## config.mk

```make
export PLATFORM = sky130hd
export DESIGN_NAME = watchdog_power_reset_ctrl
export DESIGN_NICKNAME = d
export VERILOG_FILES = /design/src/common/wpr_pkg.sv /design/src/wdt_divider.sv /design/src/watchdog_power_reset_ctrl.sv
export SDC_FILE = /design/constraint.sdc
export NUM_CORES = 1
export LEC_CHECK = 0
export BUFFER_PORTS_ARGS = -buffer_cell sky130_fd_sc_hd__buf_4
export CORE_UTILIZATION = 35
export DETAILED_ROUTE_END_ITERATION = 8
export REMOVE_ABC_BUFFERS = 1
export SETUP_SLACK_MARGIN = 0.3
export SYNTH_ARGS = -nofsm -noshare
export SYNTH_HDL_FRONTEND = slang
export SYNTH_SLANG_ARGS = --single-unit
```

## constraint.sdc

```tcl
create_clock -name clock -period 2.2 [get_ports clock]
set_input_delay 0.44 -clock clock [delete_from_list [all_inputs] [get_ports clock]]
set_output_delay 0.44 -clock clock [all_outputs]
set_load 0.005 [all_outputs]
```

## src/common/wpr_pkg.sv

```systemverilog
package wpr_pkg;
  // Register addresses on the special register bus
  localparam logic [7:0] POWER_CONTROL_ADDR = 8'h87;
  localparam logic [7:0] AUXILIARY_CONTROL_ADDR = 8'h8e;
  localparam logic [7:0] WATCHDOG_CONTROL_ADDR = 8'h8f;

  // Watchdog control field positions
  localparam int WATCHDOG_ENABLE_POS = 7;
  localparam int WATCHDOG_RESTART_POS = 6;
  localparam int WATCHDOG_IDLE_RUN_POS = 5;
  localparam int PRESCALE_SELECT_LSB = 0;
  localparam int PRESCALE_SELECT_BITS = 3;

  // Power control field positions
  localparam int POWER_OFF_FLAG_POS = 4;
  localparam int GENERAL_FLAG_1_POS = 3;
  localparam int GENERAL_FLAG_0_POS = 2;
  localparam int POWER_DOWN_POS = 1;
  localparam int IDLE_POS = 0;

  // Auxiliary control field positions
  localparam int STROBE_SUPPRESS_POS = 0;

  // Values loaded at reset
  localparam logic [7:0] POWER_CONTROL_RST = 8'h00;
  localparam logic [7:0] AUXILIARY_CONTROL_RST = 8'h00;
  localparam logic [7:0] WATCHDOG_CONTROL_RST = 8'h00;
  localparam logic [7:0] PORT_RST = 8'hff;
  localparam logic [7:0] STACK_POINTER_RST = 8'h07;
  localparam logic [7:0] OTHER_SFR_RST = 8'h00;
  localparam logic [7:0] UNMAPPED_READ = 8'h00;

  // Timing: oscillator halved, six states of two phases per machine cycle
  localparam int OSC_DIVIDE = 2;
  localparam int STATES_PER_MC = 6;
  localparam int MC_OSC_PERIODS = OSC_DIVIDE * STATES_PER_MC;
  localparam int RESET_SAMPLE_STATE = 5;
  localparam int RESET_MIN_MC = 2;
  localparam int WDT_COUNTER_BITS = 14;
  localparam int WDT_PRESCALE_BITS = 8;

  // Power modes
  typedef enum logic [1:0] {
    MODE_RUN = 2'b00,
    MODE_IDLE = 2'b01,
    MODE_POWER_DOWN = 2'b10
  } power_mode_e;
endpackage

```

## src/wdt_divider.sv

```systemverilog
`timescale 1ns/1ps
module wdt_divider #(
  parameter int PRESCALE_BITS = wpr_pkg::WDT_PRESCALE_BITS,
  parameter int COUNT_BITS = wpr_pkg::WDT_COUNTER_BITS
) (
  input wire logic clock,
  input wire logic rst_n,
  input wire logic clear,
  input wire logic run,
  input wire logic tick,
  input wire logic [2:0] select,
  output logic timeout,
  output logic [COUNT_BITS-1:0] count
);
  // The select decode only spans eight prescaler bits
  if (PRESCALE_BITS != 8) begin : g_bad_prescale
    $error("wdt_divider: prescaler must be 8 bits");
  end
  if (COUNT_BITS < 2) begin : g_bad_count
    $error("wdt_divider: counter needs at least 2 bits");
  end

  logic [7:0] pre_ff; // Free-running prescaler
  logic [COUNT_BITS-1:0] cnt_ff; // Main time-out counter
  logic timeout_ff; // One-cycle time-out pulse
  logic [7:0] mask; // Prescaler bits that must be all ones
  logic pre_done; // Prescaler wraps on this tick

  // Ratio 2^(select+1); code 7 wraps to all ones, giving 256
  assign mask = (8'h02 << select) - 8'h01;
  assign pre_done = tick && ((pre_ff & mask) == mask);

  // Clear beats counting so a restart never lets a stale count through
  always_ff @(posedge clock or negedge rst_n) begin
    if (!rst_n) begin
      pre_ff <= 8'h00;
      cnt_ff <= '0;
      timeout_ff <= 1'b0;
    end else if (clear) begin
      pre_ff <= 8'h00;
      cnt_ff <= '0;
      timeout_ff <= 1'b0;
    end else if (run && tick) begin
      pre_ff <= pre_ff + 8'h01;
      timeout_ff <= pre_done && (&cnt_ff);
      if (pre_done) begin
        cnt_ff <= cnt_ff + {{(COUNT_BITS-1){1'b0}}, 1'b1};
      end
    end else begin
      // Held while stopped in idle or power-down
      timeout_ff <= 1'b0;
    end
  end

  assign timeout = timeout_ff;
  assign count = cnt_ff;
endmodule

```

## src/watchdog_power_reset_ctrl.sv

```systemverilog
// Behaviour
// - Prescale select picks ratio two to 256
// - Time-out after 2^14 x prescale x 12
// - Enable bit seven starts watchdog counting
// - Enabled time-out generates system reset
// - Restart bit clears counts, self-clears next cycle
// - Idle-run bit lets watchdog count in idle
// - Any reset disables and clears watchdog
// - Oscillator divided by two internally
// - Idle bit stops core; interrupt/reset exits
// - Power-down stops core, peripheral and oscillator clocks; reset exits
// - Power-off flag set at power-on, software clears
// - Two general flags are plain storage
// - Suppress bit stops address latch strobe
// - Strobe still driven during external accesses
// - Reset pin sampled state5 phase2, two cycles
// - Reset glitches are filtered out
// - Reset loads documented default register values
`timescale 1ns/1ps
module watchdog_power_reset_ctrl #(
  parameter int WDT_COUNT_BITS = wpr_pkg::WDT_COUNTER_BITS
) (
  input wire logic clock,
  input wire logic rstn,
  input wire logic reset_pin,
  input wire logic [7:0] sfr_addr,
  input wire logic [7:0] sfr_wdata,
  input wire logic sfr_we,
  input wire logic sfr_re,
  output logic [7:0] sfr_rdata,
  output logic sfr_hit,
  input wire logic interrupt_req,
  input wire logic ext_access,
  input wire logic ale_request,
  output logic ale_out,
  output logic cpu_clock_en,
  output logic periph_clock_en,
  output logic osc_enable,
  output logic core_reset,
  output logic machine_tick,
  output logic idle_mode,
  output logic power_down_mode
);
  // Counter must be long enough for the wrap logic
  if (WDT_COUNT_BITS < 2 || WDT_COUNT_BITS > wpr_pkg::WDT_COUNTER_BITS) begin : g_bad_width
    $error("watchdog_power_reset_ctrl: WDT_COUNT_BITS out of range");
  end

  localparam logic [2:0] LAST_STATE = 3'(wpr_pkg::STATES_PER_MC - 1);
  localparam logic [2:0] SAMPLE_STATE = 3'(wpr_pkg::RESET_SAMPLE_STATE - 1);
  localparam logic [1:0] RST_MIN = 2'(wpr_pkg::RESET_MIN_MC);

  // Local reset release
  logic rst_meta_ff; // First release stage
  logic rst_n_ff; // Released reset used everywhere

  // Reset pin synchroniser and filter
  logic pin_s1_ff; // Metastability stage, read only by the next stage
  logic pin_s2_ff; // Second stage
  logic pin_s3_ff; // Third stage
  logic pin_level_ff; // Accepted pin level
  logic [1:0] rst_cnt_ff; // Consecutive high samples, saturating
  logic ext_reset; // Filtered external reset request

  // Machine cycle sequencer
  logic phase_ff; // Low for phase 1, high for phase 2
  logic [2:0] state_ff; // State 1..6 coded 0..5
  logic sample_strobe; // State 5 phase 2
  logic mc_tick; // Last phase of a machine cycle

  // System reset generation
  logic [1:0] wdt_hold_ff; // Machine cycles of watchdog reset left
  logic sys_reset_ff; // Reset to the core and to our registers

  // Register state
  wpr_pkg::power_mode_e mode_ff; // Run, idle or power-down
  wpr_pkg::power_mode_e nxt_mode; // Next power mode
  logic pof_ff; // Power-off flag
  logic [1:0] gen_flag_ff; // General flags 1 and 0
  logic strobe_suppress_ff; // Strobe suppression
  logic wdt_enable_ff; // Watchdog enable
  logic wdt_restart_ff; // Restart request, self clearing
  logic wdt_idle_run_ff; // Keep counting in idle
  logic [2:0] prescale_sel_ff; // Prescaler select
  logic ale_ff; // Registered strobe output
  logic [7:0] rdata_ff; // Registered read data

  // Decode and datapath
  logic wr_power_control; // Write to power control
  logic wr_aux; // Write to auxiliary control
  logic wr_wdt; // Write to watchdog control
  logic [7:0] rd_value; // Read mux output
  logic rd_hit; // Address is one of ours
  logic wdt_run; // Watchdog allowed to count
  logic wdt_clear; // Clear watchdog counts
  logic wdt_timeout; // Time-out pulse from divider
  logic [WDT_COUNT_BITS-1:0] wdt_count; // Current counter value

  // Reset release: asserted at once, released after two edges
  always_ff @(posedge clock or negedge rstn) begin
    if (!rstn) begin
      rst_meta_ff <= 1'b0;
      rst_n_ff <= 1'b0;
    end else begin
      rst_meta_ff <= 1'b1;
      rst_n_ff <= rst_meta_ff;
    end
  end

  // Three-stage pin sync; a level counts once stages two and three agree
  always_ff @(posedge clock or negedge rst_n_ff) begin
    if (!rst_n_ff) begin
      pin_s1_ff <= 1'b0;
      pin_s2_ff <= 1'b0;
      pin_s3_ff <= 1'b0;
      pin_level_ff <= 1'b0;
    end else begin
      pin_s1_ff <= reset_pin;
      pin_s2_ff <= pin_s1_ff;
      pin_s3_ff <= pin_s2_ff;
      if (pin_s2_ff == pin_s3_ff) begin
        pin_level_ff <= pin_s3_ff;
      end
    end
  end

  // Clock halving and state sequence; keeps running in power-down so
  // the reset pin can still wake the part
  always_ff @(posedge clock or negedge rst_n_ff) begin
    if (!rst_n_ff) begin
      phase_ff <= 1'b0;
      state_ff <= 3'h0;
    end else begin
      phase_ff <= ~phase_ff;
      if (phase_ff) begin
        state_ff <= (state_ff == LAST_STATE) ? 3'h0 : state_ff + 3'h1;
      end
    end
  end

  assign sample_strobe = phase_ff && (state_ff == SAMPLE_STATE);
  assign mc_tick = phase_ff && (state_ff == LAST_STATE);

  // Reset filter: needs two consecutive high samples, one apart per cycle
  always_ff @(posedge clock or negedge rst_n_ff) begin
    if (!rst_n_ff) begin
      rst_cnt_ff <= 2'h0;
    end else if (sample_strobe) begin
      if (!pin_level_ff) begin
        rst_cnt_ff <= 2'h0;
      end else if (rst_cnt_ff != RST_MIN) begin
        rst_cnt_ff <= rst_cnt_ff + 2'h1;
      end
    end
  end

  assign ext_reset = (rst_cnt_ff == RST_MIN);

  // Watchdog reset is stretched so the core sees a full reset
  always_ff @(posedge clock or negedge rst_n_ff) begin
    if (!rst_n_ff) begin
      wdt_hold_ff <= 2'h0;
    end else if (wdt_timeout) begin
      wdt_hold_ff <= RST_MIN;
    end else if (mc_tick && wdt_hold_ff != 2'h0) begin
      wdt_hold_ff <= wdt_hold_ff - 2'h1;
    end
  end

  // Combined system reset; held from power-on until the first edge
  always_ff @(posedge clock or negedge rst_n_ff) begin
    if (!rst_n_ff) begin
      sys_reset_ff <= 1'b1;
    end else begin
      sys_reset_ff <= ext_reset || (wdt_hold_ff != 2'h0);
    end
  end

  // Writes are ignored while the system is held in reset
  assign wr_power_control = sfr_we && !sys_reset_ff && (sfr_addr == wpr_pkg::POWER_CONTROL_ADDR);
  assign wr_aux = sfr_we && !sys_reset_ff && (sfr_addr == wpr_pkg::AUXILIARY_CONTROL_ADDR);
  assign wr_wdt = sfr_we && !sys_reset_ff && (sfr_addr == wpr_pkg::WATCHDOG_CONTROL_ADDR);

  // Next power mode; power-down takes precedence when both bits are written
  always_comb begin
    nxt_mode = mode_ff;
    unique case (mode_ff)
      wpr_pkg::MODE_RUN: begin
        if (wr_power_control && sfr_wdata[wpr_pkg::POWER_DOWN_POS]) begin
          nxt_mode = wpr_pkg::MODE_POWER_DOWN;
        end else if (wr_power_control && sfr_wdata[wpr_pkg::IDLE_POS]) begin
          nxt_mode = wpr_pkg::MODE_IDLE;
        end
      end
      wpr_pkg::MODE_IDLE: begin
        // Any pending interrupt wakes the core
        if (interrupt_req) begin
          nxt_mode = wpr_pkg::MODE_RUN;
        end
      end
      wpr_pkg::MODE_POWER_DOWN: begin
        // Only the reset branch below leaves this mode
        nxt_mode = wpr_pkg::MODE_POWER_DOWN;
      end
      default: begin
        // Unused code recovers to run
        nxt_mode = wpr_pkg::MODE_RUN;
      end
    endcase
    if (sys_reset_ff) begin
      nxt_mode = wpr_pkg::MODE_RUN;
    end
  end

  // Power mode register
  always_ff @(posedge clock or negedge rst_n_ff) begin
    if (!rst_n_ff) begin
      mode_ff <= wpr_pkg::MODE_RUN;
    end else begin
      mode_ff <= nxt_mode;
    end
  end

  // Power-off flag survives warm resets; a write of zero clears it
  always_ff @(posedge clock or negedge rst_n_ff) begin
    if (!rst_n_ff) begin
      pof_ff <= 1'b1;
    end else if (wr_power_control && !sfr_wdata[wpr_pkg::POWER_OFF_FLAG_POS]) begin
      pof_ff <= 1'b0;
    end
  end

  // General flags: storage only
  always_ff @(posedge clock or negedge rst_n_ff) begin
    if (!rst_n_ff) begin
      gen_flag_ff <= 2'h0;
    end else if (sys_reset_ff) begin
      gen_flag_ff <= wpr_pkg::POWER_CONTROL_RST[wpr_pkg::GENERAL_FLAG_1_POS -: 2];
    end else if (wr_power_control) begin
      gen_flag_ff <= sfr_wdata[wpr_pkg::GENERAL_FLAG_1_POS -: 2];
    end
  end

  // Auxiliary control
  always_ff @(posedge clock or negedge rst_n_ff) begin
    if (!rst_n_ff) begin
      strobe_suppress_ff <= 1'b0;
    end else if (sys_reset_ff) begin
      strobe_suppress_ff <= wpr_pkg::AUXILIARY_CONTROL_RST[wpr_pkg::STROBE_SUPPRESS_POS];
    end else if (wr_aux) begin
      strobe_suppress_ff <= sfr_wdata[wpr_pkg::STROBE_SUPPRESS_POS];
    end
  end

  // Watchdog control fields; reset disables the watchdog
  always_ff @(posedge clock or negedge rst_n_ff) begin
    if (!rst_n_ff) begin
      wdt_enable_ff <= 1'b0;
      wdt_idle_run_ff <= 1'b0;
      prescale_sel_ff <= 3'h0;
    end else if (sys_reset_ff) begin
      wdt_enable_ff <= wpr_pkg::WATCHDOG_CONTROL_RST[wpr_pkg::WATCHDOG_ENABLE_POS];
      wdt_idle_run_ff <= wpr_pkg::WATCHDOG_CONTROL_RST[wpr_pkg::WATCHDOG_IDLE_RUN_POS];
      prescale_sel_ff <= wpr_pkg::WATCHDOG_CONTROL_RST[2:0];
    end else if (wr_wdt) begin
      wdt_enable_ff <= sfr_wdata[wpr_pkg::WATCHDOG_ENABLE_POS];
      wdt_idle_run_ff <= sfr_wdata[wpr_pkg::WATCHDOG_IDLE_RUN_POS];
      prescale_sel_ff <= sfr_wdata[wpr_pkg::PRESCALE_SELECT_LSB +: 3];
    end
  end

  // Restart request: a new write wins over the self-clear in the same cycle
  always_ff @(posedge clock or negedge rst_n_ff) begin
    if (!rst_n_ff) begin
      wdt_restart_ff <= 1'b0;
    end else if (sys_reset_ff) begin
      wdt_restart_ff <= 1'b0;
    end else if (wr_wdt && sfr_wdata[wpr_pkg::WATCHDOG_RESTART_POS]) begin
      wdt_restart_ff <= 1'b1;
    end else if (mc_tick) begin
      wdt_restart_ff <= 1'b0;
    end
  end

  // Counting gate: frozen in power-down, in idle only when allowed
  assign wdt_run = wdt_enable_ff && !sys_reset_ff
    && (mode_ff != wpr_pkg::MODE_POWER_DOWN)
    && ((mode_ff != wpr_pkg::MODE_IDLE) || wdt_idle_run_ff);
  assign wdt_clear = sys_reset_ff || (wdt_restart_ff && mc_tick);

  // One tick per twelve oscillator periods feeds the prescaler
  wdt_divider #(
    .PRESCALE_BITS(wpr_pkg::WDT_PRESCALE_BITS),
    .COUNT_BITS(WDT_COUNT_BITS)
  ) u_divider (
    .clock(clock),
    .rst_n(rst_n_ff),
    .clear(wdt_clear),
    .run(wdt_run),
    .tick(mc_tick),
    .select(prescale_sel_ff),
    .timeout(wdt_timeout),
    .count(wdt_count)
  );

  // Strobe passes when not suppressed or during an external access
  always_ff @(posedge clock or negedge rst_n_ff) begin
    if (!rst_n_ff) begin
      ale_ff <= 1'b0;
    end else begin
      ale_ff <= ale_request && (!strobe_suppress_ff || ext_access);
    end
  end

  // Read mux; unused bits read zero
  always_comb begin
    rd_value = wpr_pkg::UNMAPPED_READ;
    rd_hit = 1'b1;
    unique case (sfr_addr)
      wpr_pkg::POWER_CONTROL_ADDR: begin
        rd_value[wpr_pkg::POWER_OFF_FLAG_POS] = pof_ff;
        rd_value[wpr_pkg::GENERAL_FLAG_1_POS -: 2] = gen_flag_ff;
        rd_value[wpr_pkg::POWER_DOWN_POS] = (mode_ff == wpr_pkg::MODE_POWER_DOWN);
        rd_value[wpr_pkg::IDLE_POS] = (mode_ff == wpr_pkg::MODE_IDLE);
      end
      wpr_pkg::AUXILIARY_CONTROL_ADDR: begin
        rd_value[wpr_pkg::STROBE_SUPPRESS_POS] = strobe_suppress_ff;
      end
      wpr_pkg::WATCHDOG_CONTROL_ADDR: begin
        rd_value[wpr_pkg::WATCHDOG_ENABLE_POS] = wdt_enable_ff;
        rd_value[wpr_pkg::WATCHDOG_RESTART_POS] = wdt_restart_ff;
        rd_value[wpr_pkg::WATCHDOG_IDLE_RUN_POS] = wdt_idle_run_ff;
        rd_value[wpr_pkg::PRESCALE_SELECT_LSB +: 3] = prescale_sel_ff;
      end
      default: begin
        rd_hit = 1'b0;
      end
    endcase
  end

  // Read data registered, held between reads
  always_ff @(posedge clock or negedge rst_n_ff) begin
    if (!rst_n_ff) begin
      rdata_ff <= 8'h00;
    end else if (sfr_re) begin
      rdata_ff <= rd_value;
    end
  end

  assign sfr_rdata = rdata_ff;
  assign sfr_hit = rd_hit;
  assign ale_out = ale_ff;
  assign core_reset = sys_reset_ff;
  assign machine_tick = mc_tick;
  assign idle_mode = (mode_ff == wpr_pkg::MODE_IDLE);
  assign power_down_mode = (mode_ff == wpr_pkg::MODE_POWER_DOWN);
  assign cpu_clock_en = (mode_ff == wpr_pkg::MODE_RUN);
  assign periph_clock_en = (mode_ff != wpr_pkg::MODE_POWER_DOWN);
  assign osc_enable = (mode_ff != wpr_pkg::MODE_POWER_DOWN);
endmodule

```

# --- Word-level counts from Yosys, hierarchy flattened ---
# Cells that the tools add are included.
totals:
  elab_cells: 124
  register_bits: 59
  in_bits: 24
  out_inout_bits: 17
classes:
  add_sub_neg: 6
  shifts: 1
  reduce_logical: 40
  bitwise_logic: 2
  n_eq_ne: 16
  n_mux: 35
ops:
  columns: ["operator", "count"]
  rows:
  - ["$mux 14", 3]
  - ["$eq 8x8->1 const B", 3]
  - ["$mux 2", 11]
  - ["$logic_and 1x1->1", 19]
  - ["$mux 8", 2]
  - ["$add 14x1->14 const B", 1]
  - ["$reduce_and 14->1", 1]
  - ["$reduce_bool 2->1", 7]
  - ["$mux 1", 12]
  - ["$mux 3", 4]
  - ["$add 8x1->8 const B", 1]
  - ["$and 8x8->8", 1]
  - ["$eq 8x8->1", 1]
  - ["$shl 2x3->8 const A", 1]
  - ["$sub 8x1->8 const B", 1]
  - ["$eq 3x3->1 const B", 2]
  - ["$pmux 2 s3", 1]
  - ["$reduce_and 2->1", 3]
  - ["$eq 2x2->1 const B", 2]
  - ["$logic_or 1x1->1", 4]
  - ["$ne 2x1->1 const B", 2]
  - ["$ne 2x2->1 const B", 2]
  - ["$ne 4x1->1 const B", 1]
  - ["$pmux 2 s2", 1]
  - ["12 further kinds", 14]

# --- Longest topological paths before layout ---
depth:
  depth_word: 8
  mapped_depth: 11
  depth_no_buf: 8

# --- By module ---
# A second synthesis with hierarchy kept.
hier_totals:
  hier_cells: 305
  area_unflattened_um2: 3059.2
modules_own_cells:
  columns: ["mod", "cells_per_inst", "area_each_um2", "instances", "seq_area_each_um2"]
  rows:
  - ["watchdog_power_reset_ctrl", 160, 1697.9, 1, 903.4]
  - ["wdt_divider", 145, 1361.3, 1, 575.6]

# --- Least setup slack after synthesis ---
# Ideal clock, no wire load.
synth_timing:
  kind: "register to register"
  from: "register prescale_sel_ff[1]"
  to: "register u_divider.cnt_ff[6] (netlist: u_divider.count[6])"
  stages_incl_launch_ff: 10
  period_less_slack_ns: 2.452
  path_buffers: 1
  t_required_ns: 2.122
  setup_ns: 0.078
  path_slack_ns: -0.252
  t_arrival_ns: 2.374
  path_cell_list: "dfrtp_1 -> buf_2 -> nor3_2 -> inv_1 -> ha_1 -> and3_1 -> a211oi_1 -> o211ai_1 -> or4_1 -> a21oi_1"
synth_via:
  elab_chain_cells: 7
synth_rtl:
  columns: ["item", "line_no", "rtl"]
  rows:
  - ["start: declaration", "watchdog_power_reset_ctrl.sv:84", "logic [2:0] prescale_sel_ff;"]
  - ["start signal: assignment", "watchdog_power_reset_ctrl.sv:264", "prescale_sel_ff <= wpr_pkg::WATCHDOG_CONTROL_RST[2:0];"]
  - ["start signal: assignment", "watchdog_power_reset_ctrl.sv:268", "prescale_sel_ff <= sfr_wdata[wpr_pkg::PRESCALE_SELECT_LSB +: 3];"]
  - ["$shl 2x3->8 *", "wdt_divider.sv:30", "assign mask = (8'h02 << select) - 8'h01;"]
  - ["$sub 8x1->8 *", "wdt_divider.sv:30", null]
  - ["$and 8x8->8", "wdt_divider.sv:31", "assign pre_done = tick && ((pre_ff & mask) == mask);"]
  - ["$eq 8x8->1 *", "wdt_divider.sv:31", null]
  - ["$logic_and 1x1->1 *", "wdt_divider.sv:31", null]
  - ["$reduce_bool 2->1 (no source line) *", null, null]
  - ["$reduce_and 2->1 (no source line) *", null, null]
  - ["end signal: assignment", "wdt_divider.sv:47", "cnt_ff <= cnt_ff + {{(COUNT_BITS-1){1'b0}}, 1'b1};"]
  - ["end: declaration", "wdt_divider.sv:24", "logic [COUNT_BITS-1:0] cnt_ff;"]
# Mark *: on every way between the ends. The rest lies on a longest branch, timed or not.
# A chain may end at the register's enable or synchronous reset.

# --- Worst setup path after layout ---
layout_timing:
  from: "register prescale_sel_ff[2]"
  to: "register u_divider.cnt_ff[4] (netlist: u_divider.count[4])"
# The elaborated chain is that of the path after synthesis.

==> summary.md <==
### Run status
* complete, but fails checks — status
* setup timing — failing checks

### CTS
* 350 ps — Worst-Skew Late Latency
* clkbuf_8 — root buf cell
* 70 ps — Reg clk slew, reported paths
* 59 — CTS sink cnt
* done — TritonCTS clock tree
* 2 — Max clock buf depth
* 9 — number of buffers inserted during clock tree synthesis
* 3 — maximum level of the CTS H-tree

### Worst setup path
* 520 ps — largest stage delay on the critical path
* 10 — largest driver fanout on the critical path
* nor2_1 > nand2_1 > ha_4 > nor2_1 > and3_1 > a2111o_1 > buf_6 > or4_1 > a21oi_2 — critical path cell sequence
* register to register — startpoint-to-endpoint class of the critical path
* simple AND/OR/NAND/NOR gates — Crit path max-delay family
* register — type of destination of the critical path
* register — startpoint kind of the worst setup timing path
* 1 — Critical path buffers and inverters
* or4_1 — Max stage delay cell, worst path
* nor2_1 — cell type with the highest occurrence count on the critical path
* 2640 ps — critical path arrival
* 2470 ps — required time at the worst-slack endpoint

### Route
* 2,544 — overall via count from detail_route
* 0 — # DRC
* 5.18 — Avg Vias per Cell
* 112 — violation count after the first detailed-routing iteration
* 4 — Pre-Repair DR Iteration Count
* 14.2 um — routed length per instance
* 0 — Final ANT Viol Nets
* 6980 um — final routed wirelength across all metal layers

### STA
* 14 — final setup violating endpoints
* 14.6 ps — Final Skew
* 108% — period utilisation layout
* 2370 ps — time the worst path needs with I/O delays and setup
* 0 — final number of max-transition violations
* true — RSZ-0062 raised after global routing
* 0 — final hold violation count
* -174 ps — PnR worst setup slack
* 0.421 GHz — maximum clock frequency

### Final layout
* 0 — antenna diode count
* 3970 sq um — post-layout instance area
* 32.4% — layout overhead on the synthesized area
* 784 — fillers
* 491 — number of standard cells in the final layout excluding fillers
* 410 — final layout net count
* 31.3% — share of final-layout standard cells stronger than drive strength 1

### Synthesis
* dfrtp_1 — Synth area leader
* 9.67 sq um — Avg Cell Area, Syn
* 53 — number of distinct library cell variants in the gate-level netlist after synthesis
* 47.6% — proportion of netlist area held by the largest area contributor
* dfrtp_1 — most common flop cell mapped by yosys
* dfrtp_1 — most frequently used cell type in the post-synthesis netlist
* 3000 sq um — Post-Synthesis Cell Area
* 310 — post-synthesis cell count
* dfrtp_1 (48%), nand2_1 (3.6%), inv_1 (3.1%), o21ai_0 (3.0%), nor2_1 (2.6%) — biggest area contributors in the synthesized netlist
* 0 — yosys warns
* dfrtp_1 (57), nand2_1 (29), inv_1 (25), nor2_1 (21), o21ai_0 (18) — top cells by instance count after synthesis
* 100% — ys async rst share
* 49.3% — sequential-to-total area share from yosys stat
* 0 — number of enable-type register cells in the synthesized netlist
* 59 — Synth Register Bits

### Placed design
* 4550 um — HPWL Detailed
* 0.752 — weighted congestion at the end of routability-driven global placement
* 465 — placed cell count
* 40 — Port-buffer cells
* 3550 sq um — instance area at placement

### Global route
* 0 — GRT overflow
* 0 — number of antenna violations at the first check in global routing
* 2,504 — via count of the first global-routing pass
* 46 — pin count of the biggest net entering global routing
* 17.2% — global-route total usage across every layer
* 11,600 um — global-route wire length before repair

### Flow run
* 0 — Max-Cap Viols

### Die
* 8940 sq um — overall die area
* 36.3% — starting density of the core
* 33 — FP Rows
* 8260 sq um — Core ar.
* 94.6 um — Die X
* 94.6 um — overall die height
* 41 — Boundary Pins

### Power
* 2.20 mW — total design power
* 1.81 nW — static power due to leakage
* 0.000386 V — worst vdd rail ir drop
* 556 nW/um^2 — Pwr Density

### Worst hold path
* register to asynchronous set/reset pin — path type of the worst min-delay path

repair_timing:
item / in CTS / in global routing
endpoints found under the hold margin: 2 / 0
setup endpoints to repair: 15 / 16
cloned: 2 / 0
setup buffers: 6 / 1
hold buffers: 1 / 0
pin swaps: 5 / 8
resized for setup: 20 / 16
kinds of logic (layout without fill, tap and decap cells):
family	after synthesis	count (layout)	share of synthesized area [%]
flip-flops	59	59	49.3
AND/OR/NAND/NOR	125	125	23.6
other	1	1	0.125
XOR/XNOR	8	8	2.34
adder cells (fa/ha/maj)	6	6	2.42
buffers and inverters	40	116	5.63
multiplexers	11	11	3.84
AO/OA/AOI/OAI	60	60	12.7
worst register-to-register path: stages, from the launching register on:
cell and delay, ps:
dfrtp_1 400, nor2_1 70, nand2_1 120, ha_4 180
nor2_1 40, and3_1 170, a2111o_1 460, buf_6 170
or4_1 520, a21oi_2 160
placed cells by master (no fill, tap or decap), types with 4 or more instances in the layout:
cell | synthesis | layout
buf_4 | 2 | 65
dfrtp_1 | 57 | 56
nand2_1 | 29 | 29
inv_1 | 25 | 25
nor2_1 | 21 | 20
o21ai_0 | 18 | 18
nand3_1 | 11 | 11
clkbuf_8 | 0 | 10
nand2b_1 | 9 | 9
a21oi_1 | 14 | 8
o31ai_1 | 10 | 8
mux2i_1 | 7 | 7
xor2_1 | 7 | 7
a21oi_2 | 0 | 6
or4_1 | 10 | 6
buf_6 | 1 | 6
and3_1 | 6 | 5
nand4_1 | 5 | 5
nand3b_1 | 5 | 5
and2_1 | 4 | 4
nor3_1 | 4 | 4
or4_4 | 0 | 4
o22ai_1 | 4 | 4
ha_1 | 5 | 4
where the power goes:
group	internal [mW]	leakage, nW	switching (mW)	total, mW
sequential	1.11	0.798	0.0193	1.13
clock	0.435	0.0872	0.429	0.864
combinational	0.0964	0.930	0.114	0.211
total	1.64	1.81	0.563	2.20
per-layer routing:
| layer | GRT usage [%] | wire length [um] | vias to the layer above |
|---|---|---|---|
| li1 | - | - | 1234 |
| met1 | 21.5 | 3210 | 1234 |
| met2 | 27.4 | 3340 | 60 |
| met3 | 4.99 | 292 | 16 |
| met4 | 8.21 | 142 | 0 |
| met5 | 0 | 0 | - |
through the flow:
step / utilization, % / TNS (ps) / hold WS [ps] / worst slack [ps]
finish: 48.1 / -1640 / 163 / -174
floorplan: - / -3200 / 144 / -311
detailed placement: 43.0 / -3840 / 164 / -389
CTS: 47.1 / -1450 / 172 / -139
global route: 48.1 / -3540 / 186 / -270
global placement: 43.0 / -3200 / 160 / -300
final cells by class:
cell class / count / area (sq um) / area share [%]
Multi-Input combinational cell: 211 / 1500 / 37.8
Sequential cell: 59 / 1480 / 37.3
Timing Repair Buffer: 74 / 597 / 15.0
Clock buffer: 13 / 149 / 3.75
Tap cell: 105 / 131 / 3.31
Inverter: 26 / 97.6 / 2.46
Clock inverter: 3 / 15.0 / 0.378
final timing paths:
check,start,endpoint,slack (ps),cells after the start
worst max-delay path,prescale_sel_ff[2]$_DFFE_PN0P_,u_divider.count[4]$_DFFE_PN0P_,-170,9
worst min-delay path,rst_n_ff$_DFF_PN0_,rst_cnt_ff[0]$_DFFE_PN0P_,160,0
worst max register to register,prescale_sel_ff[2]$_DFFE_PN0P_,u_divider.count[4]$_DFFE_PN0P_,-170,9
worst min register to register,rst_n_ff$_DFF_PN0_,rst_cnt_ff[0]$_DFFE_PN0P_,160,0
max in group asynchronous,rst_n_ff$_DFF_PN0_,core_reset$_DFF_PN1_,1430,1
min in group clock,reset_pin,pin_s1_ff$_DFF_PN0_,200,1
flip-flops by register name, summed over array words and instances, names as in the netlist, 3 cells and up:
register	count
u_divider.count	14
sfr_rdata	8
u_divider.pre_ff	8
prescale_sel_ff	3
state_ff	3
Note: power is estimated with default switching activity, not from simulation.
